**src/logic/pdc_defines.vh**
```
// register offsets, field positions, reset values for the divider config bank
`ifndef PDC_DEFINES_VH
`define PDC_DEFINES_VH

`define PDC_ADDR_W 12
`define PDC_OFS_PRE_ONE 12'h0020
`define PDC_OFS_PRE_TWO 12'h0021
`define PDC_OFS_PRE_THREE 12'h0022
`define PDC_OFS_FB_RATIO 12'h0023
`define PDC_OFS_FB_CTRL 12'h0024
`define PDC_OFS_PUMP 12'h0025

`define PDC_RST_PRE_ONE 8'h16
`define PDC_RST_PRE_TWO 8'h16
`define PDC_RST_PRE_THREE 8'h02
`define PDC_RST_FB_RATIO 8'h0a
`define PDC_RST_PUMP 8'h07

// prescaler one and two layout
`define PDC_PRE_RATIO_HI 4
`define PDC_PRE_RATIO_LO 3
`define PDC_PRE_REG_ON 2
`define PDC_PRE_ON 1
`define PDC_PRE_CLEAR 0
// prescaler three layout
`define PDC_PRE3_RATIO_HI 3
`define PDC_PRE3_RATIO_LO 2
`define PDC_PRE3_ON 1
`define PDC_PRE3_CLEAR 0
// feedback divider control
`define PDC_FB_CLEAR 0
`define PDC_FB_OFF_CODE 8'h00
// charge pump
`define PDC_PUMP_HI 5
`define PDC_PUMP_MAX 6'h33
`define PDC_PUMP_STEP_UA 12'h0032
`define PDC_PUMP_WRITE_MASK 8'h3f
`define PDC_PRE_WRITE_MASK 8'h1e
`define PDC_PRE3_WRITE_MASK 8'h0e

`endif

```
**src/logic/pdc_regs.v**
```verilog
// register bank for prescalers, feedback divider and charge pump current
//
// Contract
// - prescaler two ratio bits 4:3, reset divide three
// - prescaler two regulator and main enable reset on
// - prescaler two clear bit pulses live, self clears
// - prescaler three ratio bits 3:2, reset divide two
// - prescaler three enable reset on, live clear
// - feedback ratio direct, reset 0x0A
// - feedback ratio zero disables the divider
// - feedback control bit 0 pulses live clear
// - pump current equals code plus one times 50uA
// - pump codes above 0x33 saturate at maximum
// - prescaler one mirrors prescaler two layout
`timescale 1ns/10ps
`include "pdc_defines.vh"

module pdc_regs (
    input wire i_clk, // system clock, 20 MHz
    input wire i_rst, // synchronous reset, active high
    input wire i_wr_en, // one-cycle register write strobe
    input wire i_rd_en, // one-cycle register read strobe
    input wire [`PDC_ADDR_W-1:0] i_addr, // register address
    input wire [7:0] i_wr_data, // write data
    input wire i_xfer, // transfer strobe, buffered to active
    output reg [7:0] o_rd_data, // read data
    output reg o_rd_valid, // read data valid pulse
    output reg [1:0] o_prescaler_one_ratio, // prescaler one ratio code
    output reg o_prescaler_one_regulator_on, // prescaler one regulator
    output reg o_prescaler_one_on, // prescaler one enable
    output reg o_prescaler_one_clear, // prescaler one reset pulse
    output reg [1:0] o_prescaler_two_ratio, // prescaler two ratio code
    output reg o_prescaler_two_regulator_on, // prescaler two regulator
    output reg o_prescaler_two_on, // prescaler two enable
    output reg o_prescaler_two_clear, // prescaler two reset pulse
    output reg [1:0] o_prescaler_three_ratio, // prescaler three ratio
    output reg o_prescaler_three_on, // prescaler three enable
    output reg o_prescaler_three_clear, // prescaler three reset pulse
    output reg [7:0] o_feedback_ratio, // feedback divide ratio
    output reg o_feedback_on, // feedback divider enable
    output reg o_feedback_clear, // feedback divider reset pulse
    output reg [5:0] o_pump_current_code, // saturated pump code
    output reg [11:0] o_pump_current_ua // pump current in microamps
);

    // buffered (software-visible) copies
    reg [7:0] pre_one_ff;
    reg [7:0] pre_two_ff;
    reg [7:0] pre_three_ff;
    reg [7:0] fb_ratio_ff;
    reg [7:0] pump_ff;

    // register reset images, sliced for the active copies
    localparam [7:0] RST_ONE = `PDC_RST_PRE_ONE;
    localparam [7:0] RST_TWO = `PDC_RST_PRE_TWO;
    localparam [7:0] RST_THREE = `PDC_RST_PRE_THREE;
    localparam [7:0] RST_FB = `PDC_RST_FB_RATIO;
    localparam [7:0] RST_PUMP = `PDC_RST_PUMP;

    wire wr_pre_one = i_wr_en && (i_addr == `PDC_OFS_PRE_ONE);
    wire wr_pre_two = i_wr_en && (i_addr == `PDC_OFS_PRE_TWO);
    wire wr_pre_three = i_wr_en && (i_addr == `PDC_OFS_PRE_THREE);
    wire wr_fb_ratio = i_wr_en && (i_addr == `PDC_OFS_FB_RATIO);
    wire wr_fb_ctrl = i_wr_en && (i_addr == `PDC_OFS_FB_CTRL);
    wire wr_pump = i_wr_en && (i_addr == `PDC_OFS_PUMP);

    // saturation of the pump code
    wire [5:0] pump_code = pump_ff[`PDC_PUMP_HI:0];
    wire [5:0] pump_sat = (pump_code > `PDC_PUMP_MAX) ?
        `PDC_PUMP_MAX : pump_code;
    wire [11:0] pump_ua = ({6'h00, pump_sat} + 12'h0001) *
        `PDC_PUMP_STEP_UA;

    reg [7:0] nxt_rd_data;

    always @* begin
        case (i_addr)
            `PDC_OFS_PRE_ONE: nxt_rd_data = pre_one_ff & `PDC_PRE_WRITE_MASK;
            `PDC_OFS_PRE_TWO: nxt_rd_data = pre_two_ff & `PDC_PRE_WRITE_MASK;
            `PDC_OFS_PRE_THREE:
                nxt_rd_data = pre_three_ff & `PDC_PRE3_WRITE_MASK;
            `PDC_OFS_FB_RATIO: nxt_rd_data = fb_ratio_ff;
            `PDC_OFS_PUMP: nxt_rd_data = pump_ff & `PDC_PUMP_WRITE_MASK;
            default: nxt_rd_data = 8'h00;
        endcase
    end

    // buffered registers; reserved and clear bits are not stored
    always @(posedge i_clk) begin
        if (i_rst)
            pre_one_ff <= RST_ONE;
        else if (wr_pre_one)
            pre_one_ff <= i_wr_data & `PDC_PRE_WRITE_MASK;
    end

    always @(posedge i_clk) begin
        if (i_rst)
            pre_two_ff <= RST_TWO;
        else if (wr_pre_two)
            pre_two_ff <= i_wr_data & `PDC_PRE_WRITE_MASK;
    end

    always @(posedge i_clk) begin
        if (i_rst)
            pre_three_ff <= RST_THREE;
        else if (wr_pre_three)
            pre_three_ff <= i_wr_data & `PDC_PRE3_WRITE_MASK;
    end

    always @(posedge i_clk) begin
        if (i_rst)
            fb_ratio_ff <= RST_FB;
        else if (wr_fb_ratio)
            fb_ratio_ff <= i_wr_data;
    end

    always @(posedge i_clk) begin
        if (i_rst)
            pump_ff <= RST_PUMP;
        else if (wr_pump)
            pump_ff <= i_wr_data & `PDC_PUMP_WRITE_MASK;
    end

    // live clear pulses, one cycle per write with bit 0 set
    always @(posedge i_clk) begin
        if (i_rst)
            o_prescaler_one_clear <= 1'b0;
        else
            o_prescaler_one_clear <=
                wr_pre_one && i_wr_data[`PDC_PRE_CLEAR];
    end

    always @(posedge i_clk) begin
        if (i_rst)
            o_prescaler_two_clear <= 1'b0;
        else
            o_prescaler_two_clear <=
                wr_pre_two && i_wr_data[`PDC_PRE_CLEAR];
    end

    always @(posedge i_clk) begin
        if (i_rst)
            o_prescaler_three_clear <= 1'b0;
        else
            o_prescaler_three_clear <=
                wr_pre_three && i_wr_data[`PDC_PRE3_CLEAR];
    end

    always @(posedge i_clk) begin
        if (i_rst)
            o_feedback_clear <= 1'b0;
        else
            o_feedback_clear <=
                wr_fb_ctrl && i_wr_data[`PDC_FB_CLEAR];
    end

    // active copies, loaded only on the transfer strobe; a write in the
    // transfer cycle reaches the buffer only and waits for the next one
    always @(posedge i_clk) begin
        if (i_rst) begin
            o_prescaler_one_ratio <=
                RST_ONE[`PDC_PRE_RATIO_HI:`PDC_PRE_RATIO_LO];
            o_prescaler_one_regulator_on <= RST_ONE[`PDC_PRE_REG_ON];
            o_prescaler_one_on <= RST_ONE[`PDC_PRE_ON];
        end else if (i_xfer) begin
            o_prescaler_one_ratio <=
                pre_one_ff[`PDC_PRE_RATIO_HI:`PDC_PRE_RATIO_LO];
            o_prescaler_one_regulator_on <= pre_one_ff[`PDC_PRE_REG_ON];
            o_prescaler_one_on <= pre_one_ff[`PDC_PRE_ON];
        end
    end

    always @(posedge i_clk) begin
        if (i_rst) begin
            o_prescaler_two_ratio <=
                RST_TWO[`PDC_PRE_RATIO_HI:`PDC_PRE_RATIO_LO];
            o_prescaler_two_regulator_on <= RST_TWO[`PDC_PRE_REG_ON];
            o_prescaler_two_on <= RST_TWO[`PDC_PRE_ON];
        end else if (i_xfer) begin
            o_prescaler_two_ratio <=
                pre_two_ff[`PDC_PRE_RATIO_HI:`PDC_PRE_RATIO_LO];
            o_prescaler_two_regulator_on <= pre_two_ff[`PDC_PRE_REG_ON];
            o_prescaler_two_on <= pre_two_ff[`PDC_PRE_ON];
        end
    end

    always @(posedge i_clk) begin
        if (i_rst) begin
            o_prescaler_three_ratio <=
                RST_THREE[`PDC_PRE3_RATIO_HI:`PDC_PRE3_RATIO_LO];
            o_prescaler_three_on <= RST_THREE[`PDC_PRE3_ON];
        end else if (i_xfer) begin
            o_prescaler_three_ratio <=
                pre_three_ff[`PDC_PRE3_RATIO_HI:`PDC_PRE3_RATIO_LO];
            o_prescaler_three_on <= pre_three_ff[`PDC_PRE3_ON];
        end
    end

    always @(posedge i_clk) begin
        if (i_rst) begin
            o_feedback_ratio <= RST_FB;
            o_feedback_on <= (RST_FB != `PDC_FB_OFF_CODE);
        end else if (i_xfer) begin
            o_feedback_ratio <= fb_ratio_ff;
            o_feedback_on <= (fb_ratio_ff != `PDC_FB_OFF_CODE);
        end
    end

    // reset current is worked out from the reset code, as in operation
    always @(posedge i_clk) begin
        if (i_rst) begin
            o_pump_current_code <= RST_PUMP[`PDC_PUMP_HI:0];
            o_pump_current_ua <= ({6'h00, RST_PUMP[`PDC_PUMP_HI:0]} +
                12'h0001) * `PDC_PUMP_STEP_UA;
        end else if (i_xfer) begin
            o_pump_current_code <= pump_sat;
            o_pump_current_ua <= pump_ua;
        end
    end

    always @(posedge i_clk) begin
        if (i_rst)
            o_rd_valid <= 1'b0;
        else
            o_rd_valid <= i_rd_en;
    end

    // read data holds until the next read strobe
    always @(posedge i_clk) begin
        if (i_rst)
            o_rd_data <= 8'h00;
        else if (i_rd_en)
            o_rd_data <= nxt_rd_data;
    end

endmodule

```
**config.mk**
```make
export PLATFORM = sky130hd
export DESIGN_NAME = pdc_regs
export DESIGN_NICKNAME = d
export VERILOG_FILES = /design/src/logic/pdc_regs.v
export VERILOG_INCLUDE_DIRS = /design/src /design/src/logic
export SDC_FILE = /design/constraint.sdc
export NUM_CORES = 1
export LEC_CHECK = 0
export BUFFER_PORTS_ARGS = -buffer_cell sky130_fd_sc_hd__buf_2
export CAP_MARGIN = 20
export CORE_ASPECT_RATIO = 0.9
export CORE_MARGIN = 4
export CORE_UTILIZATION = 55
export CTS_CLUSTER_DIAMETER = 80
export DETAILED_ROUTE_END_ITERATION = 16
export PLACE_DENSITY_LB_ADDON = 0.12
export RECOVER_POWER = 50
export SLEW_MARGIN = 25
export SYNTH_ARGS = -nofsm -noshare
export SYNTH_HDL_FRONTEND = slang
export SYNTH_SLANG_ARGS = --single-unit
```
**constraint.sdc**
```tcl
create_clock -name i_clk -period 4.8 [get_ports i_clk]
set_input_delay 0.48 -clock i_clk [delete_from_list [all_inputs] [get_ports i_clk]]
set_output_delay 0.48 -clock i_clk [all_outputs]
set_load 0.05 [all_outputs]
```
==> impl_results.md, run 1 <==
- Status: finished with violations
- Failing checks: capacitance limit, slew limit
- Setup ws final: 0.938 ns
- Core ar.: 6280 µm²
- DPL Wire Length: 6.03 mm
- Worst slew margin: -86.0%
- Final Hold Vio Count: 0
- Top FF cell, synth: dfxtp_1
- Least-Margin Pin Slew: 2.79 ns
- Pre-CTS setup slack: 1.09 ns
- Clock slew at reported path FFs: 0.08 ns
- VDD IR max: 173 µV
- Post-CTS Setup Repair Bufs: 0
- Period utilization: 80.5%
- Total GRT Usage: 21.8%
- Max Slew Vio Count: 112
- Initial Util: 58.3%
- Most frequent cells after synthesis: 75 x dfxtp_1, 44 x nor2_1, 37 x mux2i_1
- First-pass GRT wire length: 13.9 mm
- Multi-input logic area: 2030 µm²
- # diodes: 0
- Initial antenna violation count: 0
- WP data required: 5.06 ns
- Post-CTS sizing: 0
- Filler cells: 569
- # IOs: 76
- Floorplan die height: 85.4 µm
- Vias/cell: 5.39
- Cell leakage power: 1.82 nW
- Cts hold-fix bufs: 0
- Synth warn: 0
- Routed vias: 2,897
- Layout net count: 496
- Sequential fraction of the synthesis area: 41.0%
- Post-Syn Area per Cell: 9.63 µm²
- Register area: 1500 µm²
- DIE WIDTH: 94 µm
- Final ANT Viol Nets: 0
- Post-synth top area share: 41.0%
- RSZ-0062 raised after global routing: false
- Htree depth: 3
- Root Buffer Master: clkbuf_8
- IO buf count: 74
- Max Fclk: 259 MHz
- Post-Syn Area: 3660 µm²
- 1st-pass router iterations: 5
- Endpoints failing setup: 0
- Clock Latency Late Sink: 0.34 ns
- Power Dens Cells: 294 nW/µm²
- Pwr Total: 0.00123 W
- Async SR Flop Fraction: 0%
- GPL Wtd Cong: 0.834
- Vias in the first global route: 2,806
- Clock Tree Buf Depth: 2
- Worst Clk Skew: 0.00668 ns
- Final instance area: 4200 µm²
- Setup TNS: 0 ns
- Dpl cell area: 4060 µm²
- HP Class: input port to flop
- Clock sinks: 75
- Critical path type: flop to flop
- Crit path capture type: flop
- Final WL: 8.32 mm
- DRC: 0
- Largest net degree at the start of global routing: 58
- Synth Instances: 380
- Fin crit period: 3.86 ns
- Synth area leaders: dfxtp_1 41%, mux2i_1 10%, ha_1 8.2%
- Post-synth cell types: 48
- Clock buffer count from CTS: 9
- Post-synth EDFFs: 0
- Layout cells sized above 1: 13.8%
- Area growth from synthesis to layout: 14.8%
- Critical path arrival: 4.12 ns
- Largest area contributor in the netlist: dfxtp_1
- CTS tree: built
- DR WL/cell: 15.5 µm
- Max_cap viols: 2
- Yosys reg bits: 75
- Global route total overflow: 0
- Number of core rows: 27
- Count leader, synth: dfxtp_1
- Die area: 8030 µm²
- Hold slack: 0.392 ns
- CP Max Fanout: 6
- Startpoint types: flop
- DR iter-0 viols: 158
per-layer routing:
layer | track usage [%] | vias up | part of all wire [%]
met5 | 0 | - | 0
met4 | 5.91 | 0 | 1.1
met3 | 5.50 | 8 | 6.1
met2 | 32.2 | 77 | 44
met1 | 31.6 | 1355 | 48
li1 | - | 1457 | -
critical path, stage by stage, from the launching register on:
cell and delay [ns]:
dfxtp_1 0.36, o211a_1 0.25, nor2_1 0.32, inv_1 0.12, ha_1 0.28, a31oi_1 0.33, ha_1 0.30, ha_1 0.29
ha_1 0.29, ha_1 0.34, o21ai_0 0.28, o21bai_1 0.21, o211ai_1 0.15, a21oi_1 0.26
state kept, by name (all words and copies together), names as in the netlist, 2 cells and up:
signal	count
o_pump_current_ua	11
fb_ratio_ff	8
o_feedback_ratio	8
o_rd_data	8
o_pump_current_code	6
pump_ff	6
pre_one_ff	4
pre_two_ff	4
pre_three_ff	3
o_prescaler_one_ratio	2
o_prescaler_three_ratio	2
o_prescaler_two_ratio	2
final cells by class:
class	instances	area share [%]
tap	87	2.59
inverter	9	0.804
sequential	75	35.7
clock buffer	11	3.36
timing repair buffer	76	7.92
clock inverter	5	1.25
multi-input combinational	274	48.3
final timing paths:
path / startpoint / end / slack [ns] / cells after the start
max: pump_ff[2]$_SDFFE_PP1P_ / o_pump_current_ua[9]$_SDFFE_PP0P_ / 0.94 / 13
max reg2reg: pump_ff[2]$_SDFFE_PP1P_ / o_pump_current_ua[9]$_SDFFE_PP0P_ / 0.94 / 13
min reg2reg: o_rd_data[4]$_SDFFE_PP0P_ / o_rd_data[4]$_SDFFE_PP0P_ / 0.46 / 2
min: i_wr_data[7] / fb_ratio_ff[7]$_SDFFE_PP0P_ / 0.39 / 3
layout by cell type (no fill, tap or decap), types with 4 or more instances in the layout:
cell type  netlist  routed
xor2_1           4       4
nand3_1          7       7
clkbuf_1        16      39
nand2_1         11      11
a21oi_1         13      13
buf_2            6      38
inv_1            9       9
o21ai_0         11      11
and3_1           4       4
clkbuf_8         0      10
dfxtp_1         75      75
a211o_1         17      17
nand2b_1        19      19
nor2_1          44      44
mux2i_1         37      37
nor2b_1         28      28
a31oi_1          5       5
nor3b_1          4       4
ha_1            24      24
through the flow:
stage	util (%)	std cells
after CTS	67.7	537
after detailed placement	64.6	521
after global placement	64.6	521
after floorplan	-	382
after global routing	66.9	537
final	66.9	537
report_power, final:
| part | internal (W) | leakage [nW] | switching (W) |
|---|---|---|---|
| Combinational | 0.0000395 | 1.11 | 0.0000848 |
| Sequential | 0.000631 | 0.609 | 0.00000386 |
| Clock | 0.000252 | 0.0991 | 0.000224 |
| Total | 0.000922 | 1.82 | 0.000313 |
cell families after synthesis:
family	after synthesis	share of synthesized area [%]
flops	75	41.0
buf+inv	33	3.69
xor+xnor	6	1.81
other cells	1	0.102
simple gates	140	21.2
fa+ha+maj	26	9.30
compound gates	59	10.9
mux	40	12.0
(Power assumes the default switching activity.)
==> inputs of run 2 (changes only) <==
--- a/config.mk
+++ b/config.mk
@@ -6,11 +6,12 @@
 export SDC_FILE = /design/constraint.sdc
 export NUM_CORES = 1
 export LEC_CHECK = 0
+export ABC_AREA = 1
 export BUFFER_PORTS_ARGS = -buffer_cell sky130_fd_sc_hd__buf_2
 export CAP_MARGIN = 20
 export CORE_ASPECT_RATIO = 0.9
 export CORE_MARGIN = 4
-export CORE_UTILIZATION = 55
+export CORE_UTILIZATION = 54
 export CTS_CLUSTER_DIAMETER = 80
 export DETAILED_ROUTE_END_ITERATION = 16
 export PLACE_DENSITY_LB_ADDON = 0.12
==> constraint.sdc (replaced) <==
create_clock -name i_clk -period 3.7 [get_ports i_clk]
set_input_delay 0.37 -clock i_clk [delete_from_list [all_inputs] [get_ports i_clk]]
set_output_delay 0.37 -clock i_clk [all_outputs]
set_load 0.05 [all_outputs]
==> run 2 against run 1 <==
Compared with the run above:
- the run still ends with capacitance limit, slew limit left
- sequential share of layout area up 1.1 points
- non-clock buffer count increased by 1
- register-to-register slack lost 0.73 ns
- combinational power rose by 65%
- via count increased by 9.9%
- final cell count grew 12%
- largest power group unchanged
==> impl_results.md, run 2 <==
- Status: finished with violations (unchanged)
- Failing checks: capacitance limit, slew limit (unchanged)
- Count leader, synth: dfxtp_1 (unchanged)
- Vias/cell: 5.28 (was 5.39)
- Htree depth: 3 (unchanged)
- Layout net count: 562 (was 496)
- Root Buffer Master: clkbuf_8 (unchanged)
- Max_cap viols: 1 (was 2)
- Cts hold-fix bufs: 0 (unchanged)
- WP data required: 3.95 ns (was 5.06 ns)
- Routed vias: 3,184 (was 2,897)
- Largest net degree at the start of global routing: 57 (was 58)
- Synth area leaders: dfxtp_1 43%, ha_1 8.5%, nand2_1 7.4% (was dfxtp_1 41%, mux2i_1 10%, ha_1 8.2%)
- Max reg flops: 11 (unchanged)
- Util after Layout: 65.6% (was 66.9%)
- Critical path type: flop to flop (unchanged)
- Final ANT Viol Nets: 0 (unchanged)
- Synth warn: 0 (unchanged)
- First-pass GRT wire length: 14.3 mm (was 13.9 mm)
- Crit path to: o_pump_current_ua[11]$_SDFFE_PP0P_ (was o_pump_current_ua[9]$_SDFFE_PP0P_)
- Max Slew Vio Count: 57 (was 112)
- Final Hold Vio Count: 0 (unchanged)
- Pwr Total: 0.00167 W (was 0.00123 W)
- Pre-CTS setup slack: 0.158 ns (was 1.09 ns)
- Post-Syn Area: 3520 µm² (was 3660 µm²)
- Startpoint types: flop (unchanged)
- Clock Latency Late Sink: 0.35 ns (was 0.34 ns)
- Most frequent cells in the layout: 73 x dfxtp_1, 70 x nand2_1, 52 x buf_2 (was 75 x dfxtp_1, 44 x nor2_1, 39 x clkbuf_1)
- Global route total overflow: 0 (unchanged)
- Post-Syn Area per Cell: 8.01 µm² (was 9.63 µm²)
- Period utilization: 94.4% (was 80.5%)
- Most common cell after layout, fill and taps aside: dfxtp_1 (unchanged)
- # diodes: 0 (unchanged)
- DPL Wire Length: 6.30 mm (was 6.03 mm)
- Total GRT Usage: 23.0% (was 21.8%)
- R2R cell count: 18 (was 13)
- Beginning of the worst register-to-register path: pump_ff[2]$_SDFFE_PP1P_ (unchanged)
- HP Class: input port to flop (unchanged)
- Floorplan die height: 84.6 µm (was 85.4 µm)
- Layout cells sized above 1: 18.8% (was 13.8%)
- Dpl cell area: 3930 µm² (was 4060 µm²)
- Cell leakage power: 1.90 nW (was 1.82 nW)
- Power Dens Cells: 410 nW/µm² (was 294 nW/µm²)
- VDD IR max: 375 µV (was 173 µV)
- Clock slew at reported path FFs: 0.08 ns (about the same)
- Post-synth top area share: 42.7% (was 41.0%)
- Clock sinks: 75 (unchanged)
- Die area: 7870 µm² (was 8030 µm²)
- Async SR Flop Fraction: 0% (unchanged)
- Hold slack: 0.246 ns (was 0.392 ns)
- Vias in the first global route: 2,939 (was 2,806)
- Post-synth cell types: 36 (was 48)
- Reg-to-reg slack, setup: 0.21 ns (was 0.94 ns)
- Area growth from synthesis to layout: 16.0% (was 14.8%)
- Critical path arrival: 3.74 ns (was 4.12 ns)
- Worst reg2reg path endpoint: o_pump_current_ua[11]$_SDFFE_PP0P_ (was o_pump_current_ua[9]$_SDFFE_PP0P_)
- Clock buffer count from CTS: 9 (unchanged)
- 1st-pass router iterations: 4 (was 5)
- CTS tree: built (unchanged)
- Most frequent cells after synthesis: 75 x dfxtp_1, 69 x nand2_1, 45 x a21oi_1 (was 75 x dfxtp_1, 44 x nor2_1, 37 x mux2i_1)
- Crit path from: pump_ff[2]$_SDFFE_PP1P_ (unchanged)
- Final instance area: 4080 µm² (was 4200 µm²)
- Yosys reg bits: 75 (unchanged)
- Number of core rows: 27 (unchanged)
- Fin crit period: 3.49 ns (was 3.86 ns)
- DIE WIDTH: 93.1 µm (was 94 µm)
- Top FF cell, synth: dfxtp_1 (unchanged)
- Initial Util: 56.6% (was 58.3%)
- Worst Clk Skew: 0.0110 ns (was 0.00668 ns)
- Filler cells: 615 (was 569)
- Post-synth EDFFs: 0 (unchanged)
- Largest area contributor in the netlist: dfxtp_1 (unchanged)
- Setup ws final: 0.206 ns (was 0.938 ns)
- Largest register by flop count: o_pump_current_ua (unchanged)
- Core ar.: 6220 µm² (was 6280 µm²)
- # IOs: 76 (unchanged)
- Final WL: 8.69 mm (was 8.32 mm)
- CP Max Fanout: 5 (was 6)
- Max Fclk: 286 MHz (was 259 MHz)
- Sequential fraction of the synthesis area: 42.7% (was 41.0%)
- Endpoints failing setup: 0 (unchanged)
- DR WL/cell: 14.4 µm (was 15.5 µm)
- Initial antenna violation count: 0 (unchanged)
- Synth Instances: 439 (was 380)
- DR iter-0 viols: 161 (was 158)
- Worst slew margin: -42.4% (was -86.0%)
- Crit path capture type: flop (unchanged)
- GPL Wtd Cong: 0.940 (was 0.834)
- DRC: 0 (unchanged)
- Least-Margin Pin Slew: 2.14 ns (was 2.79 ns)
- IO buf count: 74 (unchanged)
- Clock Tree Buf Depth: 2 (unchanged)
run 2: repair_timing:
action / CTS / global route
setup buffers: 0 / 0
resized for setup: 0 / 7
setup endpoints to repair: 0 / 3
run 2: metal layers:
| layer | global-route usage (%) | wire, µm | vias to the layer above | part of all wire (%) |
|---|---|---|---|---|
| met5 | 0 | 0 | - | 0 |
| met4 | 7.72 | 89 | 0 | 1.0 |
| met3 | 5.56 | 534 | 9 | 6.1 |
| met2 | 36.0 | 3990 | 94 | 46 |
| met1 | 31.3 | 4070 | 1487 | 47 |
| li1 | - | - | 1594 | - |
run 2: where the power goes:
| part | total [W] | switching (W) | internal (W) |
|---|---|---|---|
| Clock | 0.000628 | 0.000297 | 0.000331 |
| Combinational | 0.000204 | 0.000156 | 0.0000477 |
| Sequential | 0.000839 | 0.0000104 | 0.000829 |
run 2: final cells by class:
class / count / area [µm²] / area share (%)
Clock buffer: 12 / 145 / 3.56
Clock inverter: 4 / 48.8 / 1.20
Sequential cell: 75 / 1500 / 36.9
Inverter: 51 / 191 / 4.69
Multi-Input combinational cell: 297 / 1720 / 42.3
Timing Repair Buffer: 77 / 358 / 8.77
Tap cell: 87 / 109 / 2.67
run 2: cells by family after synthesis:
| group | after synthesis | synth area share [%] |
|---|---|---|
| compound gates | 107 | 16.6 |
| buf+inv | 69 | 8.29 |
| simple gates | 154 | 20.9 |
| fa+ha+maj | 26 | 9.68 |
| flops | 75 | 42.7 |
| other cells | 1 | 0.107 |
| xor+xnor | 7 | 1.74 |
run 2: worst min path at each step:
stage,end,slack [ns],from,cells after the start
3_5_place_dp,o_prescaler_two_on$_SDFFE_PP1P_,0.44,o_prescaler_two_on$_SDFFE_PP1P_,2
4_1_cts,o_prescaler_three_clear$_SDFF_PP0_,0.23,i_addr[0],2
5_1_grt,o_prescaler_three_clear$_SDFF_PP0_,0.23,i_addr[0],2
6_report,o_prescaler_three_clear$_SDFF_PP0_,0.25,i_addr[0],2
2_1_floorplan,o_prescaler_three_clear$_SDFF_PP0_,0.45,i_addr[0],1
3_3_place_gp,o_prescaler_two_on$_SDFFE_PP1P_,0.44,o_prescaler_two_on$_SDFFE_PP1P_,2
run 2: stage by stage:
stage          TNS [ns]  std cells
2_1_floorplan         0        441
3_3_place_gp          0        587
3_5_place_dp          0        587
4_1_cts               0        603
5_1_grt         -0.0173        603
6_report              0        603
run 2: worst max-delay path, cell delays in order, from the launching register on:
cell and delay [ns]:
dfxtp_1 0.31, inv_1 0.15, a21oi_2 0.10, nor2_2 0.19, inv_1 0.07, ha_1 0.25, nand3_1 0.14, xor2_2 0.22
ha_1 0.27, ha_1 0.30, ha_1 0.31, ha_1 0.37, a21oi_1 0.19, nand2_1 0.11, nand2_1 0.07, nand2_1 0.05
xnor2_1 0.12, o21bai_1 0.12, inv_1 0.05
